$ cat src/include/tone_pkg.sv
package tone_pkg;

  // clock and sample timing
  localparam int unsigned CLK_HZ       = 100_000_000;
  localparam int unsigned BASE_RATE_HZ = 8000;
  localparam int unsigned FSK_RATE_HZ  = 24000;
  localparam int unsigned BASE_DIV     = CLK_HZ / BASE_RATE_HZ;
  localparam int unsigned FSK_DIV      = CLK_HZ / FSK_RATE_HZ;
  localparam int unsigned TICK_US_X8   = 1000;

  localparam int unsigned SAMPLE_W = 16;
  localparam int unsigned NUM_GEN  = 2;
  localparam int unsigned GEN_A    = 0;
  localparam int unsigned GEN_B    = 1;

  // direct register byte addresses
  localparam logic [7:0] ADDR_IRQ_PEND  = 8'h12;
  localparam logic [7:0] ADDR_IRQ_EN    = 8'h15;
  localparam logic [7:0] ADDR_IND_LO    = 8'h1C;
  localparam logic [7:0] ADDR_IND_HI    = 8'h1D;
  localparam logic [7:0] ADDR_IND_WADDR = 8'h1E;
  localparam logic [7:0] ADDR_IND_RADDR = 8'h1F;
  localparam logic [7:0] ADDR_FSK_DATA  = 8'h34;
  localparam logic [7:0] ADDR_FSK_MODE  = 8'h6C;
  localparam logic [7:0] ADDR_CTRL    [NUM_GEN] = '{8'h20, 8'h21};
  localparam logic [7:0] ADDR_ON_LO   [NUM_GEN] = '{8'h24, 8'h28};
  localparam logic [7:0] ADDR_ON_HI   [NUM_GEN] = '{8'h25, 8'h29};
  localparam logic [7:0] ADDR_OFF_LO  [NUM_GEN] = '{8'h26, 8'h2A};
  localparam logic [7:0] ADDR_OFF_HI  [NUM_GEN] = '{8'h27, 8'h2B};

  // indirect register addresses
  localparam logic [7:0] IND_FREQ  [NUM_GEN] = '{8'h0D, 8'h10};
  localparam logic [7:0] IND_AMP   [NUM_GEN] = '{8'h0E, 8'h11};
  localparam logic [7:0] IND_PHASE [NUM_GEN] = '{8'h0F, 8'h12};
  localparam logic [7:0] IND_MARK_FREQ   = 8'h63;
  localparam logic [7:0] IND_MARK_AMP    = 8'h64;
  localparam logic [7:0] IND_MARK_PHASE  = 8'h65;
  localparam logic [7:0] IND_SPACE_FREQ  = 8'h66;
  localparam logic [7:0] IND_SPACE_AMP   = 8'h67;
  localparam logic [7:0] IND_SPACE_PHASE = 8'h68;

  // control register fields
  localparam int unsigned CTRL_RX_BIT   = 0;
  localparam int unsigned CTRL_TX_BIT   = 1;
  localparam int unsigned CTRL_RUN      = 2;
  localparam int unsigned CTRL_OFF_EN   = 3;
  localparam int unsigned CTRL_ON_EN    = 4;
  localparam int unsigned CTRL_ZC       = 5;
  localparam int unsigned CTRL_REFRESH  = 6;
  localparam int unsigned CTRL_LIVE     = 7;
  localparam logic [7:0]  CTRL_WMASK_A  = 8'h7F;
  localparam logic [7:0]  CTRL_WMASK_B  = 8'h3F;
  localparam int unsigned FSK_MODE_BIT  = 6;
  localparam int unsigned FSK_LEVEL_BIT = 0;

  // interrupt bit positions
  localparam int unsigned IRQ_ON  [NUM_GEN] = '{0, 2};
  localparam int unsigned IRQ_OFF [NUM_GEN] = '{1, 3};
  localparam int unsigned IRQ_W   = 4;

  // fixed point
  localparam int unsigned COEF_SHIFT = 14;

  localparam logic [7:0]  BYTE_RESET = 8'h00;
  localparam logic [15:0] WORD_RESET = 16'h0000;

  typedef enum logic [1:0] {
    ST_IDLE      = 2'b00,
    ST_ON        = 2'b01,
    ST_ZERO_WAIT = 2'b10,
    ST_OFF       = 2'b11
  } cadence_e;

endpackage : tone_pkg

$ cat src/logic/dual_tone_cadence_generator.sv
`timescale 1ns/100ps
module dual_tone_cadence_generator #(
  parameter int unsigned BASE_DIV = tone_pkg::BASE_DIV,
  parameter int unsigned FSK_DIV  = tone_pkg::FSK_DIV
) (
  // clock and reset
  input  wire logic        ref_clk,
  input  wire logic        reset,
  // register port
  input  wire logic [7:0]  reg_addr,
  input  wire logic [7:0]  reg_wdata,
  input  wire logic        reg_wr,
  input  wire logic        reg_rd,
  output logic      [7:0]  reg_rdata,
  // interrupt
  output logic             irq,
  // audio paths
  output logic      [15:0] rx_tone,
  output logic      [15:0] tx_tone
);

  function automatic logic signed [15:0] sat16(input logic signed [33:0] v);
    logic signed [33:0] hi;
    logic signed [33:0] lo;
    hi = 34'sh0_7FFF;
    lo = -34'sh0_8000;
    if (v > hi) begin
      sat16 = 16'sh7FFF;
    end else if (v < lo) begin
      sat16 = -16'sh8000;
    end else begin
      sat16 = v[15:0];
    end
  endfunction : sat16

  function automatic logic signed [15:0] resonate(
    input logic signed [15:0] c,
    input logic signed [15:0] y1,
    input logic signed [15:0] y2
  );
    logic signed [31:0] prod;
    logic signed [33:0] acc;
    prod = c * y1;
    acc = (34'(prod) >>> tone_pkg::COEF_SHIFT) - 34'(y2);
    resonate = sat16(acc);
  endfunction : resonate

  logic [7:0]  ctrl       [tone_pkg::NUM_GEN];
  logic [15:0] on_time    [tone_pkg::NUM_GEN];
  logic [15:0] off_time   [tone_pkg::NUM_GEN];
  logic [15:0] freq_coef  [tone_pkg::NUM_GEN];
  logic [15:0] amp_coef   [tone_pkg::NUM_GEN];
  logic [15:0] phase_coef [tone_pkg::NUM_GEN];
  logic [15:0] mark_freq;
  logic [15:0] mark_amp;
  logic [15:0] mark_phase;
  logic [15:0] space_freq;
  logic [15:0] space_amp;
  logic [15:0] space_phase;
  logic [15:0] ind_data;
  logic [tone_pkg::IRQ_W-1:0] irq_pend;
  logic [tone_pkg::IRQ_W-1:0] irq_en;
  logic [tone_pkg::IRQ_W-1:0] irq_set;
  logic        enhanced_fsk_on;
  logic        fsk_level;
  logic [15:0] base_cnt;
  logic [15:0] fsk_cnt;
  logic        base_tick;
  logic        fsk_tick;
  logic        fast_mode;

  tone_pkg::cadence_e state [tone_pkg::NUM_GEN];
  logic [15:0]        count      [tone_pkg::NUM_GEN];
  logic signed [15:0] y1         [tone_pkg::NUM_GEN];
  logic signed [15:0] y2         [tone_pkg::NUM_GEN];
  logic signed [15:0] wfreq      [tone_pkg::NUM_GEN];
  logic signed [15:0] sample     [tone_pkg::NUM_GEN];
  logic               tick       [tone_pkg::NUM_GEN];
  logic               on_expire  [tone_pkg::NUM_GEN];
  logic               off_expire [tone_pkg::NUM_GEN];
  logic               end_burst  [tone_pkg::NUM_GEN];

  // sample-rate dividers
  always_ff @(posedge ref_clk) begin
    if (reset || base_cnt == 16'(BASE_DIV - 1)) begin
      base_cnt <= tone_pkg::WORD_RESET;
    end else begin
      base_cnt <= base_cnt + 16'h0001;
    end
  end

  always_ff @(posedge ref_clk) begin
    if (reset || fsk_cnt == 16'(FSK_DIV - 1)) begin
      fsk_cnt <= tone_pkg::WORD_RESET;
    end else begin
      fsk_cnt <= fsk_cnt + 16'h0001;
    end
  end

  assign base_tick = (base_cnt == 16'(BASE_DIV - 1));
  assign fsk_tick  = (fsk_cnt == 16'(FSK_DIV - 1));
  assign fast_mode = enhanced_fsk_on
                   && ctrl[tone_pkg::GEN_A][tone_pkg::CTRL_REFRESH];
  assign tick[tone_pkg::GEN_A] = fast_mode ? fsk_tick : base_tick;
  assign tick[tone_pkg::GEN_B] = base_tick;

  // indirect coefficient store
  always_ff @(posedge ref_clk) begin
    if (reset) begin
      for (int i = 0; i < tone_pkg::NUM_GEN; i++) begin
        freq_coef[i]  <= tone_pkg::WORD_RESET;
        amp_coef[i]   <= tone_pkg::WORD_RESET;
        phase_coef[i] <= tone_pkg::WORD_RESET;
      end
      mark_freq   <= tone_pkg::WORD_RESET;
      mark_amp    <= tone_pkg::WORD_RESET;
      mark_phase  <= tone_pkg::WORD_RESET;
      space_freq  <= tone_pkg::WORD_RESET;
      space_amp   <= tone_pkg::WORD_RESET;
      space_phase <= tone_pkg::WORD_RESET;
    end else if (reg_wr && reg_addr == tone_pkg::ADDR_IND_WADDR) begin
      for (int i = 0; i < tone_pkg::NUM_GEN; i++) begin
        if (reg_wdata == tone_pkg::IND_FREQ[i]) begin
          freq_coef[i] <= ind_data;
        end
        if (reg_wdata == tone_pkg::IND_AMP[i]) begin
          amp_coef[i] <= ind_data;
        end
        if (reg_wdata == tone_pkg::IND_PHASE[i]) begin
          phase_coef[i] <= ind_data;
        end
      end
      case (reg_wdata)
        tone_pkg::IND_MARK_FREQ:   mark_freq   <= ind_data;
        tone_pkg::IND_MARK_AMP:    mark_amp    <= ind_data;
        tone_pkg::IND_MARK_PHASE:  mark_phase  <= ind_data;
        tone_pkg::IND_SPACE_FREQ:  space_freq  <= ind_data;
        tone_pkg::IND_SPACE_AMP:   space_amp   <= ind_data;
        tone_pkg::IND_SPACE_PHASE: space_phase <= ind_data;
        default: begin
        end
      endcase
    end
  end

  function automatic logic [15:0] ind_read(input logic [7:0] a);
    ind_read = tone_pkg::WORD_RESET;
    for (int i = 0; i < tone_pkg::NUM_GEN; i++) begin
      if (a == tone_pkg::IND_FREQ[i]) begin
        ind_read = freq_coef[i];
      end
      if (a == tone_pkg::IND_AMP[i]) begin
        ind_read = amp_coef[i];
      end
      if (a == tone_pkg::IND_PHASE[i]) begin
        ind_read = phase_coef[i];
      end
    end
    case (a)
      tone_pkg::IND_MARK_FREQ:   ind_read = mark_freq;
      tone_pkg::IND_MARK_AMP:    ind_read = mark_amp;
      tone_pkg::IND_MARK_PHASE:  ind_read = mark_phase;
      tone_pkg::IND_SPACE_FREQ:  ind_read = space_freq;
      tone_pkg::IND_SPACE_AMP:   ind_read = space_amp;
      tone_pkg::IND_SPACE_PHASE: ind_read = space_phase;
      default: begin
      end
    endcase
  endfunction : ind_read

  // indirect data window
  always_ff @(posedge ref_clk) begin
    if (reset) begin
      ind_data <= tone_pkg::WORD_RESET;
    end else if (reg_wr) begin
      case (reg_addr)
        tone_pkg::ADDR_IND_LO:    ind_data[7:0]  <= reg_wdata;
        tone_pkg::ADDR_IND_HI:    ind_data[15:8] <= reg_wdata;
        tone_pkg::ADDR_IND_RADDR: ind_data       <= ind_read(reg_wdata);
        default: begin
        end
      endcase
    end
  end

  // fsk mode and data
  always_ff @(posedge ref_clk) begin
    if (reset) begin
      enhanced_fsk_on <= 1'b0;
      fsk_level       <= 1'b0;
    end else if (reg_wr) begin
      if (reg_addr == tone_pkg::ADDR_FSK_MODE) begin
        enhanced_fsk_on <= reg_wdata[tone_pkg::FSK_MODE_BIT];
      end
      if (reg_addr == tone_pkg::ADDR_FSK_DATA) begin
        fsk_level <= reg_wdata[tone_pkg::FSK_LEVEL_BIT];
      end
    end
  end

  for (genvar g = 0; g < tone_pkg::NUM_GEN; g++) begin : gen_tone
    logic               run;
    logic               on_en;
    logic               off_en;
    logic               cadence;
    logic               refresh;
    logic signed [15:0] step;
    logic               crossed;
    logic [15:0]        next_count;
    logic [15:0]        new_freq;

    assign run     = ctrl[g][tone_pkg::CTRL_RUN];
    assign on_en   = ctrl[g][tone_pkg::CTRL_ON_EN];
    assign off_en  = ctrl[g][tone_pkg::CTRL_OFF_EN];
    assign cadence = on_en && off_en;
    assign refresh = (g == tone_pkg::GEN_A)
                   && ctrl[g][tone_pkg::CTRL_REFRESH];
    assign step    = resonate(wfreq[g], y1[g], y2[g]);
    assign crossed = (step[15] != y1[g][15]) || (step == 16'sh0000);
    assign next_count = count[g] + 16'h0001;
    assign new_freq   = !fast_mode ? freq_coef[g]
                      : (fsk_level ? mark_freq : space_freq);

    assign on_expire[g]  = (state[g] == tone_pkg::ST_ON) && tick[g]
                         && on_en && (count[g] == on_time[g]);
    assign off_expire[g] = (state[g] == tone_pkg::ST_OFF) && tick[g]
                         && (count[g] == off_time[g]);
    assign end_burst[g]  = (on_expire[g] && !refresh
                            && !ctrl[g][tone_pkg::CTRL_ZC])
                         || ((state[g] == tone_pkg::ST_ZERO_WAIT)
                             && tick[g] && crossed);
    assign sample[g] = ((state[g] == tone_pkg::ST_ON)
                     || (state[g] == tone_pkg::ST_ZERO_WAIT))
                     ? y1[g] : 16'sh0000;

    // control register, run bit set by the off timer in cadence, cleared when a burst ends in cadence or one-shot
    always_ff @(posedge ref_clk) begin
      if (reset) begin
        ctrl[g] <= tone_pkg::BYTE_RESET;
      end else if (reg_wr && reg_addr == tone_pkg::ADDR_CTRL[g]) begin
        ctrl[g] <= reg_wdata & ((g == tone_pkg::GEN_A)
                   ? tone_pkg::CTRL_WMASK_A
                   : tone_pkg::CTRL_WMASK_B);
      end else if (off_expire[g]) begin
        ctrl[g][tone_pkg::CTRL_RUN] <= 1'b1;
      end else if (end_burst[g]) begin
        ctrl[g][tone_pkg::CTRL_RUN] <= 1'b0;
      end
    end

    // cadence timers
    always_ff @(posedge ref_clk) begin
      if (reset) begin
        on_time[g]  <= tone_pkg::WORD_RESET;
        off_time[g] <= tone_pkg::WORD_RESET;
      end else if (reg_wr) begin
        if (reg_addr == tone_pkg::ADDR_ON_LO[g]) begin
          on_time[g][7:0] <= reg_wdata;
        end
        if (reg_addr == tone_pkg::ADDR_ON_HI[g]) begin
          on_time[g][15:8] <= reg_wdata;
        end
        if (reg_addr == tone_pkg::ADDR_OFF_LO[g]) begin
          off_time[g][7:0] <= reg_wdata;
        end
        if (reg_addr == tone_pkg::ADDR_OFF_HI[g]) begin
          off_time[g][15:8] <= reg_wdata;
        end
      end
    end

    // cadence sequencer and oscillator
    always_ff @(posedge ref_clk) begin
      if (reset) begin
        state[g] <= tone_pkg::ST_IDLE;
        count[g] <= tone_pkg::WORD_RESET;
        y1[g]    <= 16'sh0000;
        y2[g]    <= 16'sh0000;
        wfreq[g] <= 16'sh0000;
      end else begin
        case (state[g])
          tone_pkg::ST_IDLE: begin
            if (run) begin
              state[g] <= tone_pkg::ST_ON;
              count[g] <= tone_pkg::WORD_RESET;
              wfreq[g] <= freq_coef[g];
              y1[g]    <= phase_coef[g];
              y2[g]    <= -amp_coef[g];
            end
          end
          tone_pkg::ST_ON: begin
            if (!run) begin
              state[g] <= tone_pkg::ST_IDLE;
            end else if (tick[g]) begin
              y1[g]    <= step;
              y2[g]    <= y1[g];
              count[g] <= next_count;
              if (on_expire[g]) begin
                count[g] <= tone_pkg::WORD_RESET;
                if (refresh) begin
                  wfreq[g] <= new_freq;
                end else if (ctrl[g][tone_pkg::CTRL_ZC]) begin
                  state[g] <= tone_pkg::ST_ZERO_WAIT;
                end else if (cadence) begin
                  state[g] <= tone_pkg::ST_OFF;
                end else begin
                  state[g] <= tone_pkg::ST_IDLE;
                end
              end
            end
          end
          tone_pkg::ST_ZERO_WAIT: begin
            if (!run) begin
              state[g] <= tone_pkg::ST_IDLE;
            end else if (tick[g]) begin
              y1[g] <= step;
              y2[g] <= y1[g];
              if (crossed) begin
                count[g] <= tone_pkg::WORD_RESET;
                state[g] <= cadence ? tone_pkg::ST_OFF
                                    : tone_pkg::ST_IDLE;
              end
            end
          end
          tone_pkg::ST_OFF: begin
            if (!cadence) begin
              state[g] <= tone_pkg::ST_IDLE;
            end else if (off_expire[g]) begin
              state[g] <= tone_pkg::ST_ON;
              count[g] <= tone_pkg::WORD_RESET;
              wfreq[g] <= freq_coef[g];
              y1[g]    <= phase_coef[g];
              y2[g]    <= -amp_coef[g];
            end else if (tick[g]) begin
              count[g] <= next_count;
            end
          end
          default: begin
            state[g] <= tone_pkg::ST_IDLE;
          end
        endcase
      end
    end

    assign irq_set[tone_pkg::IRQ_ON[g]]  = on_expire[g];
    assign irq_set[tone_pkg::IRQ_OFF[g]] = off_expire[g];
  end

  // interrupt pending, set wins over write-one-to-clear
  always_ff @(posedge ref_clk) begin
    if (reset) begin
      irq_pend <= '0;
    end else if (reg_wr && reg_addr == tone_pkg::ADDR_IRQ_PEND) begin
      irq_pend <= (irq_pend & ~reg_wdata[tone_pkg::IRQ_W-1:0])
                | irq_set;
    end else begin
      irq_pend <= irq_pend | irq_set;
    end
  end

  always_ff @(posedge ref_clk) begin
    if (reset) begin
      irq_en <= '0;
    end else if (reg_wr && reg_addr == tone_pkg::ADDR_IRQ_EN) begin
      irq_en <= reg_wdata[tone_pkg::IRQ_W-1:0];
    end
  end

  always_ff @(posedge ref_clk) begin
    if (reset) begin
      irq <= 1'b0;
    end else begin
      irq <= |(irq_pend & irq_en);
    end
  end

  // output routing and mixing
  always_ff @(posedge ref_clk) begin
    logic signed [33:0] rx_sum;
    logic signed [33:0] tx_sum;
    rx_sum = '0;
    tx_sum = '0;
    for (int i = 0; i < tone_pkg::NUM_GEN; i++) begin
      if (ctrl[i][tone_pkg::CTRL_RX_BIT]) begin
        rx_sum = rx_sum + 34'(sample[i]);
      end
      if (ctrl[i][tone_pkg::CTRL_TX_BIT]) begin
        tx_sum = tx_sum + 34'(sample[i]);
      end
    end
    if (reset) begin
      rx_tone <= tone_pkg::WORD_RESET;
      tx_tone <= tone_pkg::WORD_RESET;
    end else begin
      rx_tone <= sat16(rx_sum);
      tx_tone <= sat16(tx_sum);
    end
  end

  // register read
  always_ff @(posedge ref_clk) begin
    logic [7:0] rd;
    rd = tone_pkg::BYTE_RESET;
    for (int i = 0; i < tone_pkg::NUM_GEN; i++) begin
      if (reg_addr == tone_pkg::ADDR_CTRL[i]) begin
        rd = ctrl[i];
        rd[tone_pkg::CTRL_LIVE] = (sample[i] != 16'sh0000)
                               || (state[i] == tone_pkg::ST_ON)
                               || (state[i] == tone_pkg::ST_ZERO_WAIT);
      end
      if (reg_addr == tone_pkg::ADDR_ON_LO[i]) begin
        rd = on_time[i][7:0];
      end
      if (reg_addr == tone_pkg::ADDR_ON_HI[i]) begin
        rd = on_time[i][15:8];
      end
      if (reg_addr == tone_pkg::ADDR_OFF_LO[i]) begin
        rd = off_time[i][7:0];
      end
      if (reg_addr == tone_pkg::ADDR_OFF_HI[i]) begin
        rd = off_time[i][15:8];
      end
    end
    case (reg_addr)
      tone_pkg::ADDR_IRQ_PEND: rd = 8'(irq_pend);
      tone_pkg::ADDR_IRQ_EN:   rd = 8'(irq_en);
      tone_pkg::ADDR_IND_LO:   rd = ind_data[7:0];
      tone_pkg::ADDR_IND_HI:   rd = ind_data[15:8];
      tone_pkg::ADDR_FSK_MODE: rd = 8'({enhanced_fsk_on, 6'h00});
      default: begin
      end
    endcase
    if (reset) begin
      reg_rdata <= tone_pkg::BYTE_RESET;
    end else if (reg_rd) begin
      reg_rdata <= rd;
    end
  end

endmodule : dual_tone_cadence_generator

$ cat config.mk
export PLATFORM = sky130hd
export DESIGN_NAME = dual_tone_cadence_generator
export DESIGN_NICKNAME = d
export VERILOG_FILES = /design/src/include/tone_pkg.sv /design/src/logic/dual_tone_cadence_generator.sv
export SDC_FILE = /design/constraint.sdc
export NUM_CORES = 2
export LEC_CHECK = 0
export ABC_CLOCK_PERIOD_IN_PS = 15200
export BUFFER_PORTS_ARGS = -buffer_cell sky130_fd_sc_hd__buf_2
export CAP_MARGIN = 25
export CORE_ASPECT_RATIO = 1.2
export CORE_MARGIN = 2
export CORE_UTILIZATION = 60
export DETAILED_ROUTE_END_ITERATION = 6
export PLACE_DENSITY = 0.76
export SYNTH_ARGS = -nofsm -noshare
export SYNTH_HDL_FRONTEND = slang
export SYNTH_SLANG_ARGS = --single-unit
$ cat constraint.sdc
create_clock -name ref_clk -period 15.2 [get_ports ref_clk]
set_input_delay 3.04 -clock ref_clk [delete_from_list [all_inputs] [get_ports ref_clk]]
set_output_delay 3.04 -clock ref_clk [all_outputs]
set_load 0.005 [all_outputs]
=== Word level (Yosys, flattened, before mapping) ===
Memory sizes are Yosys's and may differ from the RTL's.
Cells that the tools add are included.

* Bits in writable memories: 306
* Memories: 11
* Flip-flop bits (word level): 195
* Output and inout bits: 41
* Input bits: 20
* Word-level logic and storage cells: 567

* Bitwise operators: 76
* Magnitude comparators: 8
* Add/subtract/negate cells: 10
* Reductions and logical operators: 61
* $mul: 2
* Equal/unequal tests: 44
* Muxes and demuxes: 335

{| class="wikitable"
|+ Memories
! name !! words !! width !! read ports !! clocked after Yosys merged registers in !! write ports !! RTL line !! text
|-
| amp_coef || 2 || 16 || 2 || 0 || 2 || dual_tone_cadence_generator.sv:52 || <nowiki>logic [15:0] amp_coef [tone_pkg::NUM_GEN];</nowiki>
|-
| count || 2 || 16 || 2 || 0 || 2 || dual_tone_cadence_generator.sv:73 || <nowiki>logic [15:0] count [tone_pkg::NUM_GEN];</nowiki>
|-
| freq_coef || 2 || 16 || 2 || 0 || 2 || dual_tone_cadence_generator.sv:51 || <nowiki>logic [15:0] freq_coef [tone_pkg::NUM_GEN];</nowiki>
|-
| off_time || 2 || 16 || 2 || 0 || 2 || dual_tone_cadence_generator.sv:50 || <nowiki>logic [15:0] off_time [tone_pkg::NUM_GEN];</nowiki>
|-
| on_time || 2 || 16 || 2 || 0 || 2 || dual_tone_cadence_generator.sv:49 || <nowiki>logic [15:0] on_time [tone_pkg::NUM_GEN];</nowiki>
|-
| phase_coef || 2 || 16 || 2 || 0 || 2 || dual_tone_cadence_generator.sv:53 || <nowiki>logic [15:0] phase_coef [tone_pkg::NUM_GEN];</nowiki>
|-
| 5 more memories || -- || -- || -- || -- || -- || -- ||
|}

{| class="wikitable"
|+ Operators with widths
! kind !! number
|-
| 16-bit 2-to-1 mux || 55
|-
| 1-bit 2-to-1 mux || 229
|-
| 8-bit 2-to-1 mux || 18
|-
| 34-bit 2-to-1 mux || 4
|-
| 16-bit one-hot mux with 6 select lines || 1
|-
| 8-bit by 6-bit == test with 1-bit output (second input constant) || 11
|-
| 8-bit by 5-bit == test with 1-bit output (second input constant) || 9
|-
| 1-bit bitwise OR || 71
|-
| 34-bit by 16-bit adder with 34-bit output || 2
|-
| 34-bit by 16-bit greater-than comparator with 1-bit output (second input constant) || 2
|-
| 34-bit by 16-bit < comparator with 1-bit output (second input constant) || 2
|-
| 16-bit by 1-bit adder with 16-bit output (second input constant) || 4
|-
| 16-bit == test || 4
|-
| 16-bit by 16-bit multiplier with 32-bit output || 2
|-
| 8-bit by 7-bit == test with 1-bit output (second input constant) || 7
|-
| 2-bit 2-to-1 mux || 20
|-
| 8-bit one-hot mux with 5 select lines || 1
|-
| 19-bit by 16-bit greater-than comparator with 1-bit output (second input constant) || 2
|-
| 19-bit by 16-bit < comparator with 1-bit output (second input constant) || 2
|-
| 18-bit by 16-bit subtractor with 19-bit output || 2
|-
| 16-bit zero test || 2
|-
| 16-bit negation || 2
|-
| 8-bit one-hot mux with 2 select lines || 2
|-
| 16-bit nonzero test || 2
|-
| other kinds (20) || 80
|}

=== Logic depth before layout (Yosys ltp) ===
An unclocked memory read counts as a cell.

* Depth in word-level cells: 19
* Mapped depth: 39
* Mapped depth without buffers: 36

=== Worst setup path before layout ===
Ideal clock, no wire load.

* Path type: register -> register
* Start point: mem y1[0][7]
* End point: mem count[0][0] (enable)
* Data arrival time: 9783 ps
* Path slack: 5006 ps
* Period minus slack after synthesis: 10194 ps
* Setup time: 411 ps
* Buffers on the path: 2
* Cell stages (with the launch flop): 36
* Required time: 14789 ps
* Cells stage by stage: edfxtp_1 clkbuf_1 clkbuf_1 nand2_1 fa_1 inv_1 fa_1 inv_1 fa_1 inv_1 fa_1 fa_1 inv_1 fa_1 inv_1 ha_1 inv_1 o21bai_1 a2111oi_0 nor2_1 a31oi_1 o21ai_0 a21o_1 a21o_1 a21oi_1 xnor2_1 ha_1 and2_1 o21ai_0 nor3_1 or4_1 a211o_1 or4b_4 nor4_4 a31oi_2 o21ai_0

{| class="wikitable"
|+ RTL lines
! element !! RTL line !! text
|-
| start: declaration || dual_tone_cadence_generator.sv:74 || <nowiki>logic signed [15:0] y1 [tone_pkg::NUM_GEN];</nowiki>
|-
| end: declaration || dual_tone_cadence_generator.sv:73 ||
|}

==> metrics.csv <==
stage,metric,value,unit
global_route,grt_max_degree,72,
yosys,synthFlopType,edfxtp_1,
yosys,synthArstFlopShare,0,%
drt,vias,37300,
min_path,hold_end,mark_amp[8],
global_route,grt_pass1_vias,37600,
power,p_leak,21.2,nW
min_path,whs_path_depth,2,
timing,hold_slack,0.455,ns
die,pin_count,61,
critical_path,max_stage_delay,0.59,ns
final_layout,final_cell_mix,"inv_1 (691), nand2_1 (637), fa_1 (530), and2_1 (335), a21oi_1 (321)",
die,die_w,259,um
die,fp-row-count,112,
final_layout,seq_area,0.0131,sq mm
yosys,yosys-top-cells-area,"fa_1 (23%), edfxtp_1 (20%), dfxtp_1 (8.4%), ha_1 (6.5%), inv_1 (5.6%)",
global_route,grt-ovfl-total,0,
global_route,grt-busiest-layer,met2,
timing,hold_violations,0,
yosys,synth_seq_cells,500,
global_route,grtUsageMet2,55.3,%
timing,period_share,72.6,%
yosys,synth_top_cell_area_share,22.7,%
critical_path,timing.rr.end,count[1][13],
critical_path,cp_slowest_cell,edfxtp_1,
critical_path,rrSetupSlack,4.17,ns
timing,drv_slew,0,
clocking,cts_made_buffers,53,
critical_path,start_kind,flip-flop,
timing,tightest_slew,1.08,ns
clocking,cts_resized,0,
clocking,cts_buffer_depth,3,
clocking,hold_buffers,0,
timing,rsz0062_at_grt,false,
clocking,worstSkewPairLatency,0.63,ns
critical_path,critPathRequiredTime,15.35,ns
yosys,ys_seq_area_share,28.0,%
power,power.density,201,mW/mm^2
global_route,use_met3,4.81,%
drt,drt-initial-drc-count,3655,
yosys,yosysWarnings,0,
yosys,synth_edf_count,305,
power,ir_worst_vdd,0.000313,V
die,die-area,0.0800,sq mm
critical_path,cp.arrival,11.18,ns
clocking,cts_tree,yes,
critical_path,crit_type,reg2reg,
drt,drt-total-wl,130000,um
die,fp.dieH,310,um
critical_path,path_delay_family,adder cells,
drt,firstDrtPassIters,6,
critical_path,crit_path_frequent_cell,fa_1,
clocking,path_clk_slew,0.06,ns
yosys,synth.distinct_cells,86,
place,place_congestion,0.993,
critical_path,crit-reg2reg-launch,y1[1][15],
drt,postRouteAntennaNets,0,
place,numPortBuffers,60,
global_route,grt_usage,32.9,%
final_layout,drive_gt1_share,5.34,%
yosys,synth_area,0.0467,sq mm
timing,clock.fmax,90.6,MHz
clocking,clock-sinks,500,
place,hpwl,97000,um
clocking,cts_setup_buffers,0,
clocking,htreeDepth,2,
final_layout,area_growth,6.58,%
critical_path,critPathBufInv,3,
global_route,antenna_found_initial,4,
final_layout,layout_commonest_cell,inv_1,
critical_path,cp_max_fo,16,
yosys,synth_nets,5850,
timing,setup_viol_count_final,0,
timing,period_needed,11.03,ns
global_route,grtUsageMet1,41.5,%
flow_run,drv_cap,0,
final_layout,multi_input_area,0.0301,sq mm
drt,drc_errors,0,
critical_path,r2r_cells,31,
final_layout,fin_nets,5767,
status,outcome,completed,
critical_path,endpoint_kind,flip-flop,
timing,slew_headroom,28.2,%
yosys,avgSynthCellArea,9.22,sq um
drt,via_per_inst,6.17,
clocking,cts_root_buffer,clkbuf_16,
yosys,yosysTopAreaCell,fa_1,
yosys,synthCells,5059,
die,core,0.0774,sq mm
global_route,grt_pass1_wl,205000,um
final_layout,fillCellCount,6334,
timing,setup_tns,0,ns
timing,finalClockSkew,0.0208,ns
die,initial_core_util,60.3,%
critical_path,startpoint,y1[1][15],
min_path,hp-start,mark_amp[8],
drt,drt-wirelength-per-cell,21.5,um
min_path,hp-class,reg2reg,
[worst max path at each step]
stage,endpoint,slack [ns],cells after the start
5_1_grt,count[1][14],3.43,31
6_report,count[1][13],4.17,31
3_5_place_dp,count[1][6],4.26,31
3_3_place_gp,count[1][1],4.37,30
4_1_cts,count[1][13],4.15,31
2_1_floorplan,count[0][0],5.01,35
[report_power, final]
part,internal [W],switching [W]
Sequential,0.00149,0.0000890
Clock,0.000826,0.000577
Combinational,0.00270,0.00433
Total,0.00502,0.00500
[tightest hold or removal path: stages (launching register included)]
cell	delay, ns
dfxtp_1	0.31
nand2_1	0.05
a21oi_1	0.05
[cell type report]
class                   instances  share of cell area, %
clock inverters                20                  0.563
flip-flops and latches        500                   26.3
clock buffers                  79                   3.24
repair buffers                129                   1.64
multi-input cells            3599                   60.5
diodes                          1                0.00503
inverters                     693                   5.23
well taps                    1026                   2.58
[logic make-up after synthesis]
family          Yosys count  share of synthesized area (%)
fa+ha+maj               771                           29.2
buf+inv                 960                           7.74
flops                   500                           28.0
simple gates           1704                           17.8
xor+xnor                237                           4.45
compound gates          823                           11.2
mux                      64                           1.55
[Yosys cell counts, types with 28 or more instances]
| cell type | number |
|---|---|
| nor2_1 | 257 |
| nor2b_1 | 29 |
| a22o_1 | 30 |
| o21ai_0 | 134 |
| nand3_1 | 85 |
| nor4_1 | 40 |
| a21o_1 | 30 |
| ha_1 | 241 |
| and3_1 | 82 |
| and2_1 | 335 |
| nand2b_1 | 28 |
| edfxtp_1 | 305 |
| clkbuf_1 | 259 |
| fa_1 | 530 |
| nand2_1 | 637 |
| a21oi_1 | 322 |
| nor3_1 | 90 |
| dfxtp_1 | 195 |
| inv_1 | 691 |
| a22oi_1 | 37 |
| xor2_1 | 83 |
| nand4_1 | 35 |
| o211ai_1 | 40 |
| xnor2_1 | 154 |
| mux2i_1 | 52 |
[metal layers]
layer  vias up  share of wire, %
met5         -                 0
met4         0               6.0
met3       474               8.7
met2      1918                48
met1     18300                37
li1      16600                 -
[registers in the layout, indices dropped and copies added, names as in the netlist, 32 cells and up]
signal      count
amp_coef       32
count          32
freq_coef      32
off_time       32
on_time        32
phase_coef     32
wfreq          32
y1             32
y2             32
[through the flow]
stage | area (sq um) | power [W] | std cells | setup slack [ns] | utilization [%]
after CTS | 49700 | 0.00986 | 6043 | 4.15 | 64.3
after floorplan | 46700 | 0.00688 | 5059 | 5.01 | -
after detailed placement | 47800 | 0.00841 | 5944 | 4.26 | 61.8
final | 49700 | 0.0100 | 6047 | 4.17 | 64.3
after global placement | 47800 | 0.00826 | 5936 | 4.37 | 61.8
after global routing | 49700 | 0.0108 | 6046 | 3.43 | 64.3
(Power assumes the default switching activity.)
